`config.mk`:
```
export PLATFORM = sky130hd
export DESIGN_NAME = pam_monitor
export DESIGN_NICKNAME = d
export VERILOG_FILES = /design/src/pam_pkg.sv /design/src/pam_cycle_watch.sv /design/src/pam_monitor.sv /design/src/pam_press_conv.sv
export VERILOG_INCLUDE_DIRS = /design/src /design/src/src
export SDC_FILE = /design/constraint.sdc
export NUM_CORES = 1
export LEC_CHECK = 0
export ABC_AREA = 0
export ABC_CLOCK_PERIOD_IN_PS = 8300
export CAP_MARGIN = 40
export CELL_PAD_IN_SITES_DETAIL_PLACEMENT = 1
export CELL_PAD_IN_SITES_GLOBAL_PLACEMENT = 2
export CORE_ASPECT_RATIO = 0.5
export CORE_MARGIN = 3
export CORE_UTILIZATION = 36
export DETAILED_ROUTE_END_ITERATION = 7
export DONT_BUFFER_PORTS = 1
export GPL_TIMING_DRIVEN = 0
export MAX_ROUTING_LAYER = met4
export PLACE_DENSITY = 0.83
export SKIP_LAST_GASP = 1
export SYNTH_ARGS = -nofsm -noshare
export SYNTH_HDL_FRONTEND = slang
export SYNTH_SLANG_ARGS = --single-unit
```
`constraint.sdc`:
```
create_clock -name mclk -period 8.3 [get_ports mclk]
set_input_delay 0.83 -clock mclk [delete_from_list [all_inputs] [get_ports mclk]]
set_output_delay 0.83 -clock mclk [all_outputs]
set_load 0.1 [all_outputs]
```
`src/pam_map.svh`:
```
// Purpose: Register offsets, reset values and timing counts of the pump alarm monitor.
// Assumes: AHB-Lite slave, 32-bit words, 100 MHz mclk.
// Notes: Definitions only.
`ifndef PAM_MAP_SVH
`define PAM_MAP_SVH
// =====================================================================
// Register offsets (byte addresses)
`define PAM_OFF_CTRL 12'h000
`define PAM_OFF_CAL 12'h004
`define PAM_OFF_THR 12'h008
`define PAM_OFF_TMO 12'h00C
`define PAM_OFF_STAT 12'h010
`define PAM_OFF_PRESS 12'h014
`define PAM_OFF_RUN 12'h018
`define PAM_OFF_CMD 12'h01C
// =====================================================================
// Control register fields and register reset values
`define PAM_CTRL_IN1_NC 0
`define PAM_CTRL_IN2_NC 1
`define PAM_CTRL_RDIS_NC 2
`define PAM_CTRL_PSAVE 3
`define PAM_CTRL_MODE_LO 4
`define PAM_CTRL_RST 32'h00000000
`define PAM_CAL_RST 32'h00000000
`define PAM_THR_RST 32'hFFFF0000
`define PAM_TMO_RST 32'h05F5E100
// =====================================================================
// Command register bits
`define PAM_CMD_WEB 0
`define PAM_CMD_SCADA 1
// =====================================================================
// Timing
`define PAM_CLK_MHZ 100
`define PAM_MS_CYC (1000 * `PAM_CLK_MHZ)
`endif

```
`src/pam_pkg.sv`:
```
// Purpose: Types shared by the pump alarm monitor files.
// Assumes: Constants come from pam_map.svh.
// Notes: No import; use pam_pkg::name.
package pam_pkg;
    // =================================================================
    // Types
    typedef enum logic [1:0] {
        PAM_MODE_FLOW = 2'h0,
        PAM_MODE_TIME = 2'h1,
        PAM_MODE_CYCLE = 2'h2
    } pam_mode_t;

    typedef struct packed {
        logic in1;
        logic in2;
        logic high_press;
        logic low_press;
        logic counts;
    } pam_alarm_t;

    typedef struct packed {
        logic [15:0] offset;
        logic [15:0] sens;
    } pam_cal_t;
endpackage

```
`src/pam_cycle_watch.sv`:
```
// Purpose: Counts-not-achieved watchdog on the pump cycle switch.
// Assumes: cyc_pulse is one cycle per detected stroke.
// Notes: Armed only while the pump runs in any mode but time mode.
`timescale 1ns/1ps
`default_nettype none
module pam_cycle_watch (
    // Clock and reset
    input wire logic mclk,
    input wire logic rst,
    // Control
    input wire logic armed,
    input wire logic cyc_pulse,
    input wire logic [31:0] timeout,
    // Result
    output logic expired
);
    logic [31:0] cnt_r;

    always_ff @(posedge mclk) begin
        if (rst || !armed || cyc_pulse) begin
            cnt_r <= 32'h00000000;
        end else if (cnt_r != timeout) begin
            cnt_r <= cnt_r + 32'h00000001;
        end
    end
    assign expired = armed && !cyc_pulse && (cnt_r == timeout); // RULE_10

    a_watch_reset_pulse: assert property (@(posedge mclk) disable iff (rst) // RULE_10
        cyc_pulse && timeout > 32'h1 |=> !expired)
        else $error("expiry right after a pulse");
endmodule // pam_cycle_watch
`default_nettype wire

```
`src/pam_monitor.sv`:
```
// Purpose: Alarm and signal-event supervisor for a chemical injection pump controller.
// Assumes: AHB-Lite single word transfers; switch inputs synchronous to mclk.
// Notes: Zero wait-state slave; OKAY response only.
// Behaviour
// RULE_01: Any active alarm or signal event forces pump standby.
// RULE_02: An active condition posts a status code and lights the function LED.
// RULE_03: Local reset key clears latched alarms.
// RULE_04: Web reset request clears latched alarms like the key.
// RULE_05: SCADA reset command clears latched alarms like the key.
// RULE_06: Each switch input latches its own alarm, polarity set per input.
// RULE_07: Remote-disable input gives a self-clearing standby event, polarity configurable.
// RULE_08: Pressure above upper threshold latches a high-pressure alarm.
// RULE_09: Pressure below lower threshold latches a low-pressure alarm.
// RULE_10: Missing cycle-switch pulse within timeout latches counts-not-achieved.
// RULE_11: Pressure uses calibration offset and sensitivity from the transducer label.
// RULE_12: Pressure reads zero when no transducer is connected.
// RULE_13: Supply voltage is hidden from run status when power save is off.
// RULE_14: Run status shows metering mode and pump on or off phase.
// RULE_15: Standby ends only when no alarm and no event remain.
`include "pam_map.svh"
`timescale 1ns/1ps
`default_nettype none
module pam_monitor (
    // Clock and reset
    input wire logic mclk,
    input wire logic rst,
    // AHB-Lite slave
    input wire logic hsel,
    input wire logic [11:0] haddr,
    input wire logic [1:0] htrans,
    input wire logic hwrite,
    input wire logic [2:0] hsize,
    input wire logic [31:0] hwdata,
    input wire logic hready,
    output logic [31:0] hrdata,
    output logic hreadyout,
    output logic hresp,
    // Field inputs
    input wire logic sw_in1,
    input wire logic sw_in2,
    input wire logic remote_dis,
    input wire logic reset_key,
    input wire logic cyc_switch,
    input wire logic [15:0] press_raw,
    input wire logic press_present,
    input wire logic [15:0] supply_mv,
    input wire logic pump_on_phase,
    // Pump and indicator outputs
    output logic pump_standby,
    output logic func_led,
    output logic [7:0] status_code,
    output logic [31:0] run_status
);
    // =================================================================
    // Bus slave
    logic ph_wr_r;
    logic ph_rd_r;
    logic [11:0] ph_addr_r;
    logic [31:0] ctrl_r;
    logic [31:0] cal_r;
    logic [31:0] thr_r;
    logic [31:0] tmo_r;
    logic web_rst;
    logic scada_rst;
    logic addr_ok;
    logic [31:0] rd_nxt;
    pam_pkg::pam_alarm_t alarm_r;
    pam_pkg::pam_alarm_t alarm_set;
    pam_pkg::pam_cal_t cal;
    pam_pkg::pam_mode_t mode;
    logic [15:0] press;
    logic press_ok_r;
    logic press_valid;
    logic cyc_sync_r;
    logic cyc_prev_r;
    logic cyc_pulse;
    logic expired;
    logic in1_act;
    logic in2_act;
    logic event_act;
    logic any_alarm;
    logic clear_req;

    assign hreadyout = 1'b1;
    assign hresp = 1'b0;

    always_ff @(posedge mclk) begin
        if (rst) begin
            ph_wr_r <= 1'b0;
            ph_rd_r <= 1'b0;
            ph_addr_r <= 12'h000;
        end else if (hready) begin
            ph_wr_r <= hsel && htrans[1] && hwrite;
            ph_rd_r <= hsel && htrans[1] && !hwrite;
            ph_addr_r <= haddr;
        end
    end

    always_ff @(posedge mclk) begin
        if (rst) begin
            ctrl_r <= `PAM_CTRL_RST;
            cal_r <= `PAM_CAL_RST;
            thr_r <= `PAM_THR_RST;
            tmo_r <= `PAM_TMO_RST;
        end else if (ph_wr_r) begin
            unique case (ph_addr_r)
                `PAM_OFF_CTRL: begin
                    ctrl_r <= {26'h0000000, hwdata[5:0]};
                end
                `PAM_OFF_CAL: begin
                    cal_r <= hwdata; // RULE_11
                end
                `PAM_OFF_THR: begin
                    thr_r <= hwdata;
                end
                `PAM_OFF_TMO: begin
                    tmo_r <= hwdata;
                end
                default: begin
                end
            endcase
        end
    end

    // Command writes are pulses; nothing is stored.
    assign web_rst = ph_wr_r && ph_addr_r == `PAM_OFF_CMD && hwdata[`PAM_CMD_WEB]; // RULE_04
    assign scada_rst = ph_wr_r && ph_addr_r == `PAM_OFF_CMD && hwdata[`PAM_CMD_SCADA]; // RULE_05

    always_comb begin
        addr_ok = 1'b1;
        unique case (haddr)
            `PAM_OFF_CTRL: rd_nxt = ctrl_r;
            `PAM_OFF_CAL: rd_nxt = cal_r;
            `PAM_OFF_THR: rd_nxt = thr_r;
            `PAM_OFF_TMO: rd_nxt = tmo_r;
            `PAM_OFF_STAT: rd_nxt = {22'h000000, event_act, 1'b0, status_code};
            `PAM_OFF_PRESS: rd_nxt = {16'h0000, press};
            `PAM_OFF_RUN: rd_nxt = run_status;
            default: begin
                rd_nxt = 32'h00000000;
                addr_ok = 1'b0;
            end
        endcase
    end

    always_ff @(posedge mclk) begin
        if (rst) begin
            hrdata <= 32'h00000000;
        end else if (hready && hsel && htrans[1] && !hwrite) begin
            hrdata <= addr_ok ? rd_nxt : 32'h00000000;
        end
    end

    // =================================================================
    // Pressure and cycle watchdog
    assign cal = pam_pkg::pam_cal_t'(cal_r);
    assign mode = pam_pkg::pam_mode_t'(ctrl_r[`PAM_CTRL_MODE_LO +: 2]);

    pam_press_conv u_conv (
        .mclk(mclk),
        .rst(rst),
        .raw(press_raw),
        .present(press_present),
        .cal(cal),
        .press(press)
    );

    // The converted value trails the attach flag by one edge.
    // Judging it any earlier would see the stale zero and raise a false low-pressure alarm on every reconnect.
    // Removal is seen at once, so a reset pressed while unplugging clears the pressure alarms.
    always_ff @(posedge mclk) begin
        if (rst) begin
            press_ok_r <= 1'b0;
        end else begin
            press_ok_r <= press_present;
        end
    end
    assign press_valid = press_present && press_ok_r; // RULE_12

    always_ff @(posedge mclk) begin
        if (rst) begin
            cyc_sync_r <= 1'b0;
            cyc_prev_r <= 1'b0;
        end else begin
            cyc_sync_r <= cyc_switch;
            cyc_prev_r <= cyc_sync_r;
        end
    end
    assign cyc_pulse = cyc_sync_r && !cyc_prev_r;

    pam_cycle_watch u_watch (
        .mclk(mclk),
        .rst(rst),
        .armed((mode != pam_pkg::PAM_MODE_TIME) && pump_on_phase && !pump_standby),
        .cyc_pulse(cyc_pulse),
        .timeout(tmo_r),
        .expired(expired)
    );

    // =================================================================
    // Alarm latches
    // Polarity: a normally-closed input is active when it opens (low).
    assign in1_act = sw_in1 ^ ctrl_r[`PAM_CTRL_IN1_NC]; // RULE_06
    assign in2_act = sw_in2 ^ ctrl_r[`PAM_CTRL_IN2_NC]; // RULE_06
    assign event_act = remote_dis ^ ctrl_r[`PAM_CTRL_RDIS_NC]; // RULE_07

    always_comb begin
        alarm_set.in1 = in1_act; // RULE_06
        alarm_set.in2 = in2_act; // RULE_06
        alarm_set.high_press = press_valid && press > thr_r[31:16]; // RULE_08
        alarm_set.low_press = press_valid && press < thr_r[15:0]; // RULE_09
        alarm_set.counts = expired; // RULE_10
    end

    assign clear_req = reset_key || web_rst || scada_rst; // RULE_03

    // A condition still present at reset re-latches: set wins over clear.
    always_ff @(posedge mclk) begin
        if (rst) begin
            alarm_r <= '0;
        end else if (clear_req) begin
            alarm_r <= alarm_set; // RULE_03 RULE_04 RULE_05
        end else begin
            alarm_r <= alarm_r | alarm_set;
        end
    end
    assign any_alarm = |alarm_r;

    // =================================================================
    // Outputs
    always_ff @(posedge mclk) begin
        if (rst) begin
            pump_standby <= 1'b0;
            func_led <= 1'b0;
            status_code <= 8'h00;
        end else begin
            pump_standby <= any_alarm || event_act; // RULE_01 RULE_15
            func_led <= any_alarm || event_act; // RULE_02
            status_code <= {2'h0, event_act, alarm_r}; // RULE_02
        end
    end

    always_ff @(posedge mclk) begin
        if (rst) begin
            run_status <= 32'h00000000;
        end else begin
            run_status <= {ctrl_r[`PAM_CTRL_PSAVE] ? supply_mv : 16'h0000, // RULE_13
                13'h0000, pump_on_phase && !pump_standby, mode}; // RULE_14
        end
    end

    // =================================================================
    // Output checks
    a_standby_follows: assert property (@(posedge mclk) disable iff (rst) // RULE_01
        (any_alarm || event_act) |=> pump_standby)
        else $error("standby missing");
    a_led_status: assert property (@(posedge mclk) disable iff (rst) // RULE_02
        event_act |=> func_led && status_code[5])
        else $error("event not posted");
    a_led_alarm: assert property (@(posedge mclk) disable iff (rst) // RULE_02
        any_alarm |=> func_led)
        else $error("alarm did not light the indicator");
    a_led_dark: assert property (@(posedge mclk) disable iff (rst) // RULE_02
        !any_alarm && !event_act |=> !func_led)
        else $error("indicator lit with nothing active");
    a_status_code: assert property (@(posedge mclk) disable iff (rst) // RULE_02
        1'b1 |=> status_code == {2'h0, $past(event_act), $past(alarm_r)})
        else $error("status code does not name the active conditions");

    // =================================================================
    // Alarm latch checks
    a_key_clears: assert property (@(posedge mclk) disable iff (rst) // RULE_03
        reset_key && alarm_set == '0 |=> alarm_r == '0)
        else $error("key did not clear");
    a_web_clears: assert property (@(posedge mclk) disable iff (rst) // RULE_04
        web_rst && alarm_set == '0 |=> alarm_r == '0)
        else $error("web reset failed");
    a_scada_clears: assert property (@(posedge mclk) disable iff (rst) // RULE_05
        scada_rst && alarm_set == '0 |=> alarm_r == '0)
        else $error("scada reset failed");
    // A clear loads what is present now, so a condition that persists through it stays set.
    a_clear_loads: assert property (@(posedge mclk) disable iff (rst) // RULE_03
        clear_req |=> alarm_r == $past(alarm_set))
        else $error("clear did not load the present conditions");
    // Without a clear the latch may only gain bits, never lose them.
    a_alarm_hold: assert property (@(posedge mclk) disable iff (rst) // RULE_06
        !clear_req |=> (alarm_r | $past(alarm_r)) == alarm_r)
        else $error("alarm dropped without a reset");
    a_in1_latch: assert property (@(posedge mclk) disable iff (rst) // RULE_06
        in1_act ##1 !clear_req [*2] |=> alarm_r.in1)
        else $error("input 1 alarm lost");
    a_in2_latch: assert property (@(posedge mclk) disable iff (rst) // RULE_06
        in2_act ##1 !clear_req [*2] |=> alarm_r.in2)
        else $error("input 2 alarm lost");
    a_event_self: assert property (@(posedge mclk) disable iff (rst) // RULE_07
        !event_act && !any_alarm |=> !pump_standby)
        else $error("event did not self clear");
    a_high_press: assert property (@(posedge mclk) disable iff (rst) // RULE_08
        press_valid && press > thr_r[31:16] |=> alarm_r.high_press)
        else $error("high pressure missed");
    a_low_press: assert property (@(posedge mclk) disable iff (rst) // RULE_09
        press_valid && press < thr_r[15:0] |=> alarm_r.low_press)
        else $error("low pressure missed");
    a_counts_latch: assert property (@(posedge mclk) disable iff (rst) // RULE_10
        expired |=> alarm_r.counts)
        else $error("counts alarm missed");
    a_time_no_watch: assert property (@(posedge mclk) disable iff (rst) // RULE_10
        mode == pam_pkg::PAM_MODE_TIME |-> !expired)
        else $error("watchdog expired in time mode");
    a_no_early_run: assert property (@(posedge mclk) disable iff (rst) // RULE_15
        clear_req && event_act |=> pump_standby)
        else $error("reset released standby");

    // =================================================================
    // Run status and bus checks
    a_volt_hidden: assert property (@(posedge mclk) disable iff (rst) // RULE_13
        !ctrl_r[`PAM_CTRL_PSAVE] |=> run_status[31:16] == 16'h0000)
        else $error("voltage shown");
    a_volt_shown: assert property (@(posedge mclk) disable iff (rst) // RULE_13
        ctrl_r[`PAM_CTRL_PSAVE] |=> run_status[31:16] == $past(supply_mv))
        else $error("voltage not shown in power save");
    a_mode_shown: assert property (@(posedge mclk) disable iff (rst) // RULE_14
        1'b1 |=> run_status[1:0] == $past(ctrl_r[5:4]))
        else $error("mode not reported");
    a_phase_shown: assert property (@(posedge mclk) disable iff (rst) // RULE_14
        1'b1 |=> run_status[2] == $past(pump_on_phase && !pump_standby))
        else $error("pump phase not reported");
    // Zero wait states: read data is the register as it stood at the address edge.
    a_read_ctrl: assert property (@(posedge mclk) disable iff (rst)
        hready && hsel && htrans[1] && !hwrite && haddr == `PAM_OFF_CTRL |=> hrdata == $past(ctrl_r))
        else $error("control read data wrong");
    a_write_ctrl: assert property (@(posedge mclk) disable iff (rst)
        ph_wr_r && ph_addr_r == `PAM_OFF_CTRL |=> ctrl_r == {26'h0, $past(hwdata[5:0])})
        else $error("control write did not land");
    a_thr_write: assert property (@(posedge mclk) disable iff (rst)
        ph_wr_r && ph_addr_r == `PAM_OFF_THR |=> thr_r == $past(hwdata))
        else $error("threshold write did not land");
endmodule // pam_monitor
`default_nettype wire

```
`src/pam_press_conv.sv`:
```
// Purpose: Converts a raw transducer sample to pressure.
// Assumes: Pressure = (raw - offset) * sens / 256, saturated to 16 bits.
// Notes: Reports zero with no transducer attached.
`timescale 1ns/1ps
`default_nettype none
module pam_press_conv (
    // Clock and reset
    input wire logic mclk,
    input wire logic rst,
    // Sample and calibration
    input wire logic [15:0] raw,
    input wire logic present,
    input wire pam_pkg::pam_cal_t cal,
    // Result
    output logic [15:0] press
);
    logic [15:0] diff;
    logic [31:0] prod;
    logic [23:0] scaled;
    // The offset clamps at zero so a low reading never wraps to full scale.
    assign diff = (raw > cal.offset) ? raw - cal.offset : 16'h0000; // RULE_11
    assign prod = diff * cal.sens; // RULE_11
    assign scaled = prod[31:8];

    always_ff @(posedge mclk) begin
        if (rst) begin
            press <= 16'h0000;
        end else if (!present) begin
            press <= 16'h0000; // RULE_12
        end else begin
            press <= (scaled[23:16] != 8'h00) ? 16'hFFFF : scaled[15:0];
        end
    end

    a_press_zero_absent: assert property (@(posedge mclk) disable iff (rst) // RULE_12
        !present |=> press == 16'h0000)
        else $error("pressure not zero without transducer");
endmodule // pam_press_conv
`default_nettype wire

```
==> results of run 1 <==
## worst max-delay path: cells and delay by family (launching register included)
kind	cells	cell delay [ns]
compound gates	9	1.67
fa+ha+maj	8	3.68
buf+inv	12	1.32
flops	1	0.37
simple gates	5	1.46
## stage by stage
stage	setup slack, ns	cell area [sq um]	hold slack, ns	cells
after floorplan	-0.0832	20000	0.416	2364
after global placement	-1.68	20900	0.437	3065
after detailed placement	-1.61	22100	0.439	3137
after CTS	-0.358	24300	0.408	3245
after global routing	-0.659	24700	0.403	3266
final	-0.374	24700	0.416	3267
## report_power, final
group	leakage [nW]	internal (W)	switching [W]
sequential	1.86	0.00110	0.00000842
combinational	8.31	0.000134	0.000237
clock	0.505	0.000874	0.000502
## routing by layer
metal | global-route usage | part of all wire | up-vias
li1 | - | - | 8048
met1 | 0.345 | 0.42 | 8979
met2 | 0.468 | 0.49 | 556
met3 | 0.0289 | 0.062 | 119
met4 | 0.0721 | 0.030 | 0
met5 | - | 0 | -
## timing repair
action,4_1_cts,5_1_grt
pin swaps,82,56
gates resized for setup,128,70
buffers inserted,61,26
cloned,1,0
endpoints found under the setup margin,16,16
hold buffers,0,0
## worst paths after layout
check	startpoint	end	cells after the start
setup / recovery	cal[21]$_SDFFE_PP0P_	u_conv.press[6]$_SDFF_PP0_	34
hold / removal	supply_mv[9]	run_status[25]$_SDFF_PP0_	1
setup reg to reg	cal[21]$_SDFFE_PP0P_	u_conv.press[6]$_SDFF_PP0_	34
hold reg to reg	cyc_sync_r$_SDFF_PP0_	cyc_prev_r$_SDFF_PP0_	2
## registers in the layout, summed over array words and instances, names as in the netlist, 12 cells and up
name	count
tmo_r	32
hrdata	32
u_conv.press	16
u_watch.cnt_r	32
run_status	19
cal	32
ph_addr_r	12
thr_r	32
## cell usage after synthesis (8+ instances only)
library cell	instances	area, sq um
clkbuf_1	119	447
a211oi_1	10	75.1
mux2i_1	19	190
o21a_1	13	97.6
nand3b_1	36	270
a31oi_1	12	75.1
inv_1	298	1120
ha_1	149	1860
a21o_1	31	233
nor4_1	8	50.1
nand3_1	31	155
a21oi_2	10	87.6
nor2b_1	21	131
o21ai_0	34	170
a22oi_1	54	405
nor3_1	18	90.1
xnor2_1	64	561
dfxtp_1	229	4580
a221oi_1	12	105
o31ai_1	8	60.1
nand4_1	34	213
nor2_1	128	480
fa_1	194	3880
a21oi_1	168	841
xor2_1	29	254
and4_1	9	78.8
and3_1	34	213
buf_4	19	143
or3_1	13	81.3
and2_1	109	682
nand2_1	351	1320
## layout make-up
cell class,instances,area share
Multi-Input combinational cell,1692,0.576
Sequential cell,229,0.187
Timing Repair Buffer,160,0.0806
Inverter,298,0.0458
Tap cell,701,0.0355
Buffer,137,0.0327
Clock buffer,32,0.0293
Clock inverter,17,0.0124
Antenna cell,1,0.000101
## cells by family (layout without fill, tap and decap cells)
family | Yosys count | in the layout | share of synthesized area
xor gates and xnor gates | 93 | 93 | 0.0415
other | 2 | 18 | 0.000382
adders and majority gates | 343 | 343 | 0.293
and+or+nand+nor | 826 | 826 | 0.206
DFF | 229 | 229 | 0.233
muxes | 19 | 19 | 0.00968
AOI/OAI and AO/OA | 394 | 394 | 0.128
buffers and inverters | 443 | 644 | 0.0889
==> metrics, run 1 <==
Initial DRC Count 1257; total grt overflow 0; Layout area overhead 25.7%; status finished with violations; CTS tree yes; failing checks setup timing; Initial Util 0.371; RSZ-0062 raised after global routing yes; CP Class reg2reg; Slew HR 0.387; cts bufs inserted 27; Sink Count 229; Final HPWL DP 60200 um; clock-pin transition on the worst setup and hold timing paths 0.06 ns; Critical Path End Type flip-flop; CP Max Fanout 9; DRT Pass-1 Iters 6; drt wl/cell 23.7 um; worst-margin pin slew 0.919 ns; initial antenna violation count 2; P_leak 10.7 nW; post-synthesis instance total 2349; Final Total Pwr 0.00286 W; global placement routability congestion 0.919; warnings from Yosys 0; r2r setup slk -0.37 ns; fin nets 2981; register area share after synthesis 0.233; Final WS setup -0.374 ns; WP data required 8.69 ns; final setup TNS -4.92 ns; max_cap viols 0; fin util 0.467; row cnt 59; Async S/R FF share, synth 0; CP Data Arrival Time 9.06 ns; synthesized area 0.0196 sq mm; final worst path period share 1.05; Die Area 0.0576 sq mm; via count 17700; most frequent cells in the layout nand2_1 (343), inv_1 (284), dfxtp_1 (216); final-report hold violation count 0; Max Fclk 0.115 GHz; CTS max path bufs 3; Post-synth EDFFs 0; die height 171 um; fin. max-slew vios 0; die width 336 um; DR vias/cell 5.42; slowest CP cell fa_1; DRC Markers 0; commonest non-fill, non-tap cell in the layout nand2_1; pin count of the biggest net entering global routing 14; Top FF cell, synth dfxtp_1; most used cell, CP fa_1; I/O pin count 169; Hold Crit Class in2reg; fin crit period 8.67 ns; syn_area_per_cell 8.36 sq um; Total GRT Usage 0.273; CTS H-tree depth 1; area occupied by multi-input gates 0.0142 sq mm; layout cell share with drive strength beyond 1 0.163; Sequential Area 0.00462 sq mm; skew final 0.0169 ns; Seq cells post-synth 229; Netlist cell types 64; number of global-route vias before repair 19100; clock latency on the worst-skew pair 0.53 ns; Final Setup Violations 16; CP Launch Type flip-flop; Core Box Area 0.0529 sq mm; Port-buffer cells 0; root buffer cell clkbuf_16; Antenna Nets Post-Route 0; Max stage delay on crit path 0.57 ns; first-pass GRT wire length 117000 um; Pwr per Cell Area 116 mW/mm^2; Total Wirelength 77500 um; maximum VDD drop 0.000144 V; Filler cells 6045
Note: power is estimated with default switching activity, not from simulation.
==> run 2: changes to the inputs <==
--- a/config.mk
+++ b/config.mk
@@ -12,13 +12,13 @@
 export CELL_PAD_IN_SITES_DETAIL_PLACEMENT = 1
 export CELL_PAD_IN_SITES_GLOBAL_PLACEMENT = 2
 export CORE_ASPECT_RATIO = 0.5
-export CORE_MARGIN = 3
-export CORE_UTILIZATION = 36
+export CORE_MARGIN = 2
+export CORE_UTILIZATION = 25
 export DETAILED_ROUTE_END_ITERATION = 7
 export DONT_BUFFER_PORTS = 1
 export GPL_TIMING_DRIVEN = 0
 export MAX_ROUTING_LAYER = met4
-export PLACE_DENSITY = 0.83
+export PLACE_DENSITY = 0.62
 export SKIP_LAST_GASP = 1
 export SYNTH_ARGS = -nofsm -noshare
 export SYNTH_HDL_FRONTEND = slang
==> metrics, run 2 (synthesis gave the netlist of run 1 again) <==
fin crit period 8.74 ns (+0.0612 ns); area occupied by multi-input gates 0.0142 sq mm (-0.43%); Die Area 0.0810 sq mm (+41%); Final HPWL DP 65000 um (+7.9%); pin count of the biggest net entering global routing 14 (unchanged); Critical Path End Type flip-flop; layout cell share with drive strength beyond 1 0.160 (-0.00331); die width 400 um (+19%); Hold Crit Class in2reg; fin nets 2982 (+0.034%); row cnt 72 (+22%); Final Setup Violations 16 (unchanged); initial antenna violation count 8 (+6); CP Data Arrival Time 9.15 ns (+0.09 ns); Core Box Area 0.0776 sq mm (+47%); clock latency on the worst-skew pair 0.55 ns (+0.02 ns); commonest non-fill, non-tap cell in the layout nand2_1; CP Launch Type flip-flop; number of global-route vias before repair 18200 (-4.5%); Filler cells 9015 (+49%); CTS tree yes; global placement routability congestion 0.878 (-4.5%); root buffer cell clkbuf_16; I/O pin count 169 (unchanged); Port-buffer cells 0 (unchanged); final worst path period share 1.05 (+0.00737); Sequential Area 0.00462 sq mm (about the same); worst reg2reg startpoint cal[16]$_SDFFE_PP0P_; clock-pin transition on the worst setup and hold timing paths 0.06 ns (about the same); Max stage delay on crit path 0.56 ns (about the same); Hold WS 0.391 ns (-0.0247 ns); skew final 0.00755 ns (-0.00932 ns); FF-to-FF path depth 36 (+5.9%); hold path cells 1 (unchanged); WP data required 8.71 ns (+0.02 ns); drt wl/cell 22.4 um (-5.4%); WP buf/inv 9 (-3); DRC Markers 0 (unchanged); first-pass GRT wire length 122000 um (+4.3%); r2r setup slk -0.44 ns (-0.06 ns); most frequent cells in the layout nand2_1 (345), inv_1 (286), dfxtp_1 (215); Max Fclk 0.114 GHz (-0.70%); delay-heaviest family, CP adder cells; P_leak 10.7 nW (+0.39%); max_cap viols 0 (unchanged); slowest CP cell fa_1; worst-margin pin slew 0.793 ns (-0.126 ns); CP Max Fanout 10 (+1); CTS H-tree depth 1 (unchanged); cts bufs inserted 28 (+3.7%); maximum VDD drop 0.000165 V (+14%); DR vias/cell 4.75 (-12%); fin util 0.324 (-0.142); total grt overflow 0 (unchanged); fin. max-slew vios 0 (unchanged); via count 17100 (-3.3%); Total GRT Usage 0.205 (-0.0678); final-report hold violation count 0 (unchanged); most used cell, CP fa_1; Sink Count 229 (unchanged); status finished with violations; Initial DRC Count 1032 (-18%); reg2reg end u_conv.press[11]$_SDFF_PP0_; Final WS setup -0.435 ns (-0.0612 ns); Slew HR 0.468 (+0.0800); die height 202 um (+18%); failing checks setup timing; Final Total Pwr 0.00270 W (-5.6%); Pwr per Cell Area 107 mW/mm^2 (-7.3%); Initial Util 0.253 (-0.118); Layout area overhead 28.0%; CTS max path bufs 3 (unchanged); Antenna Nets Post-Route 0 (unchanged); CP Class reg2reg; hold_sp supply_mv[14]; WHS Endpoint run_status[30]$_SDFF_PP0_; DRT Pass-1 Iters 5 (-1); RSZ-0062 raised after global routing yes; # hold bufs at CTS 0 (unchanged); Total Wirelength 80900 um (+4.4%)
run 2: area by class of cell:
type | count | area share
multi-input cells | 1692 | 0.564
clock inverters | 8 | 0.00159
inverters | 298 | 0.0451
well taps | 1036 | 0.0516
clock buffers | 44 | 0.0339
repair buffers | 155 | 0.0833
plain buffers | 142 | 0.0368
diodes | 2 | 0.000199
flip-flops and latches | 229 | 0.184
run 2: routing by layer:
layer / GRT usage / wire (um) / part of all wire / up-vias
met1: 0.269 / 37400 / 0.46 / 8716
met3: 0.0129 / 2290 / 0.028 / 72
li1: - / - / - / 8042
met4: 0.0363 / 1430 / 0.018 / 0
met5: - / 0 / 0 / -
met2: 0.352 / 39800 / 0.49 / 290
run 2: how the worst max path moves through the flow:
stage	start	end	slack, ns	cells past startpoint
floorplan	press_raw[0]	u_conv.press[11]$_SDFF_PP0_	-0.08	35
global placement	press_raw[1]	u_conv.press[13]$_SDFF_PP0_	-2.00	32
detailed placement	press_raw[0]	u_conv.press[5]$_SDFF_PP0_	-1.86	34
CTS	cal[16]$_SDFFE_PP0P_	u_conv.press[0]$_SDFF_PP0_	-0.45	36
global route	cal[17]$_SDFFE_PP0P_	u_conv.press[11]$_SDFF_PP0_	-0.80	37
finish	cal[16]$_SDFFE_PP0P_	u_conv.press[11]$_SDFF_PP0_	-0.44	36
run 2: where the power goes:
| part | switching (W) | total [W] | internal [W] |
|---|---|---|---|
| logic | 0.000240 | 0.000385 | 0.000145 |
| clock network | 0.000500 | 0.00120 | 0.000700 |
| registers | 0.00000893 | 0.00111 | 0.00111 |
| total | 0.000749 | 0.00270 | 0.00195 |
run 2: what timing repair did:
action | CTS | global route
pin swaps | 33 | 63
endpoints found under the setup margin | 16 | 16
gates cloned | 3 | 0
setup buffers | 46 | 30
resized for setup | 130 | 69
run 2: through the flow:
step                setup TNS (ns)  cells  instance area (sq um)  worst slack, ns
finish                       -6.53   3606                  25100           -0.435
global placement            -31.13   3400                  21300            -2.00
detailed placement          -28.80   3476                  22700            -1.86
floorplan                   -0.781   2364                  20000          -0.0832
CTS                          -6.69   3575                  24600           -0.447
global route                -12.30   3605                  25100           -0.797
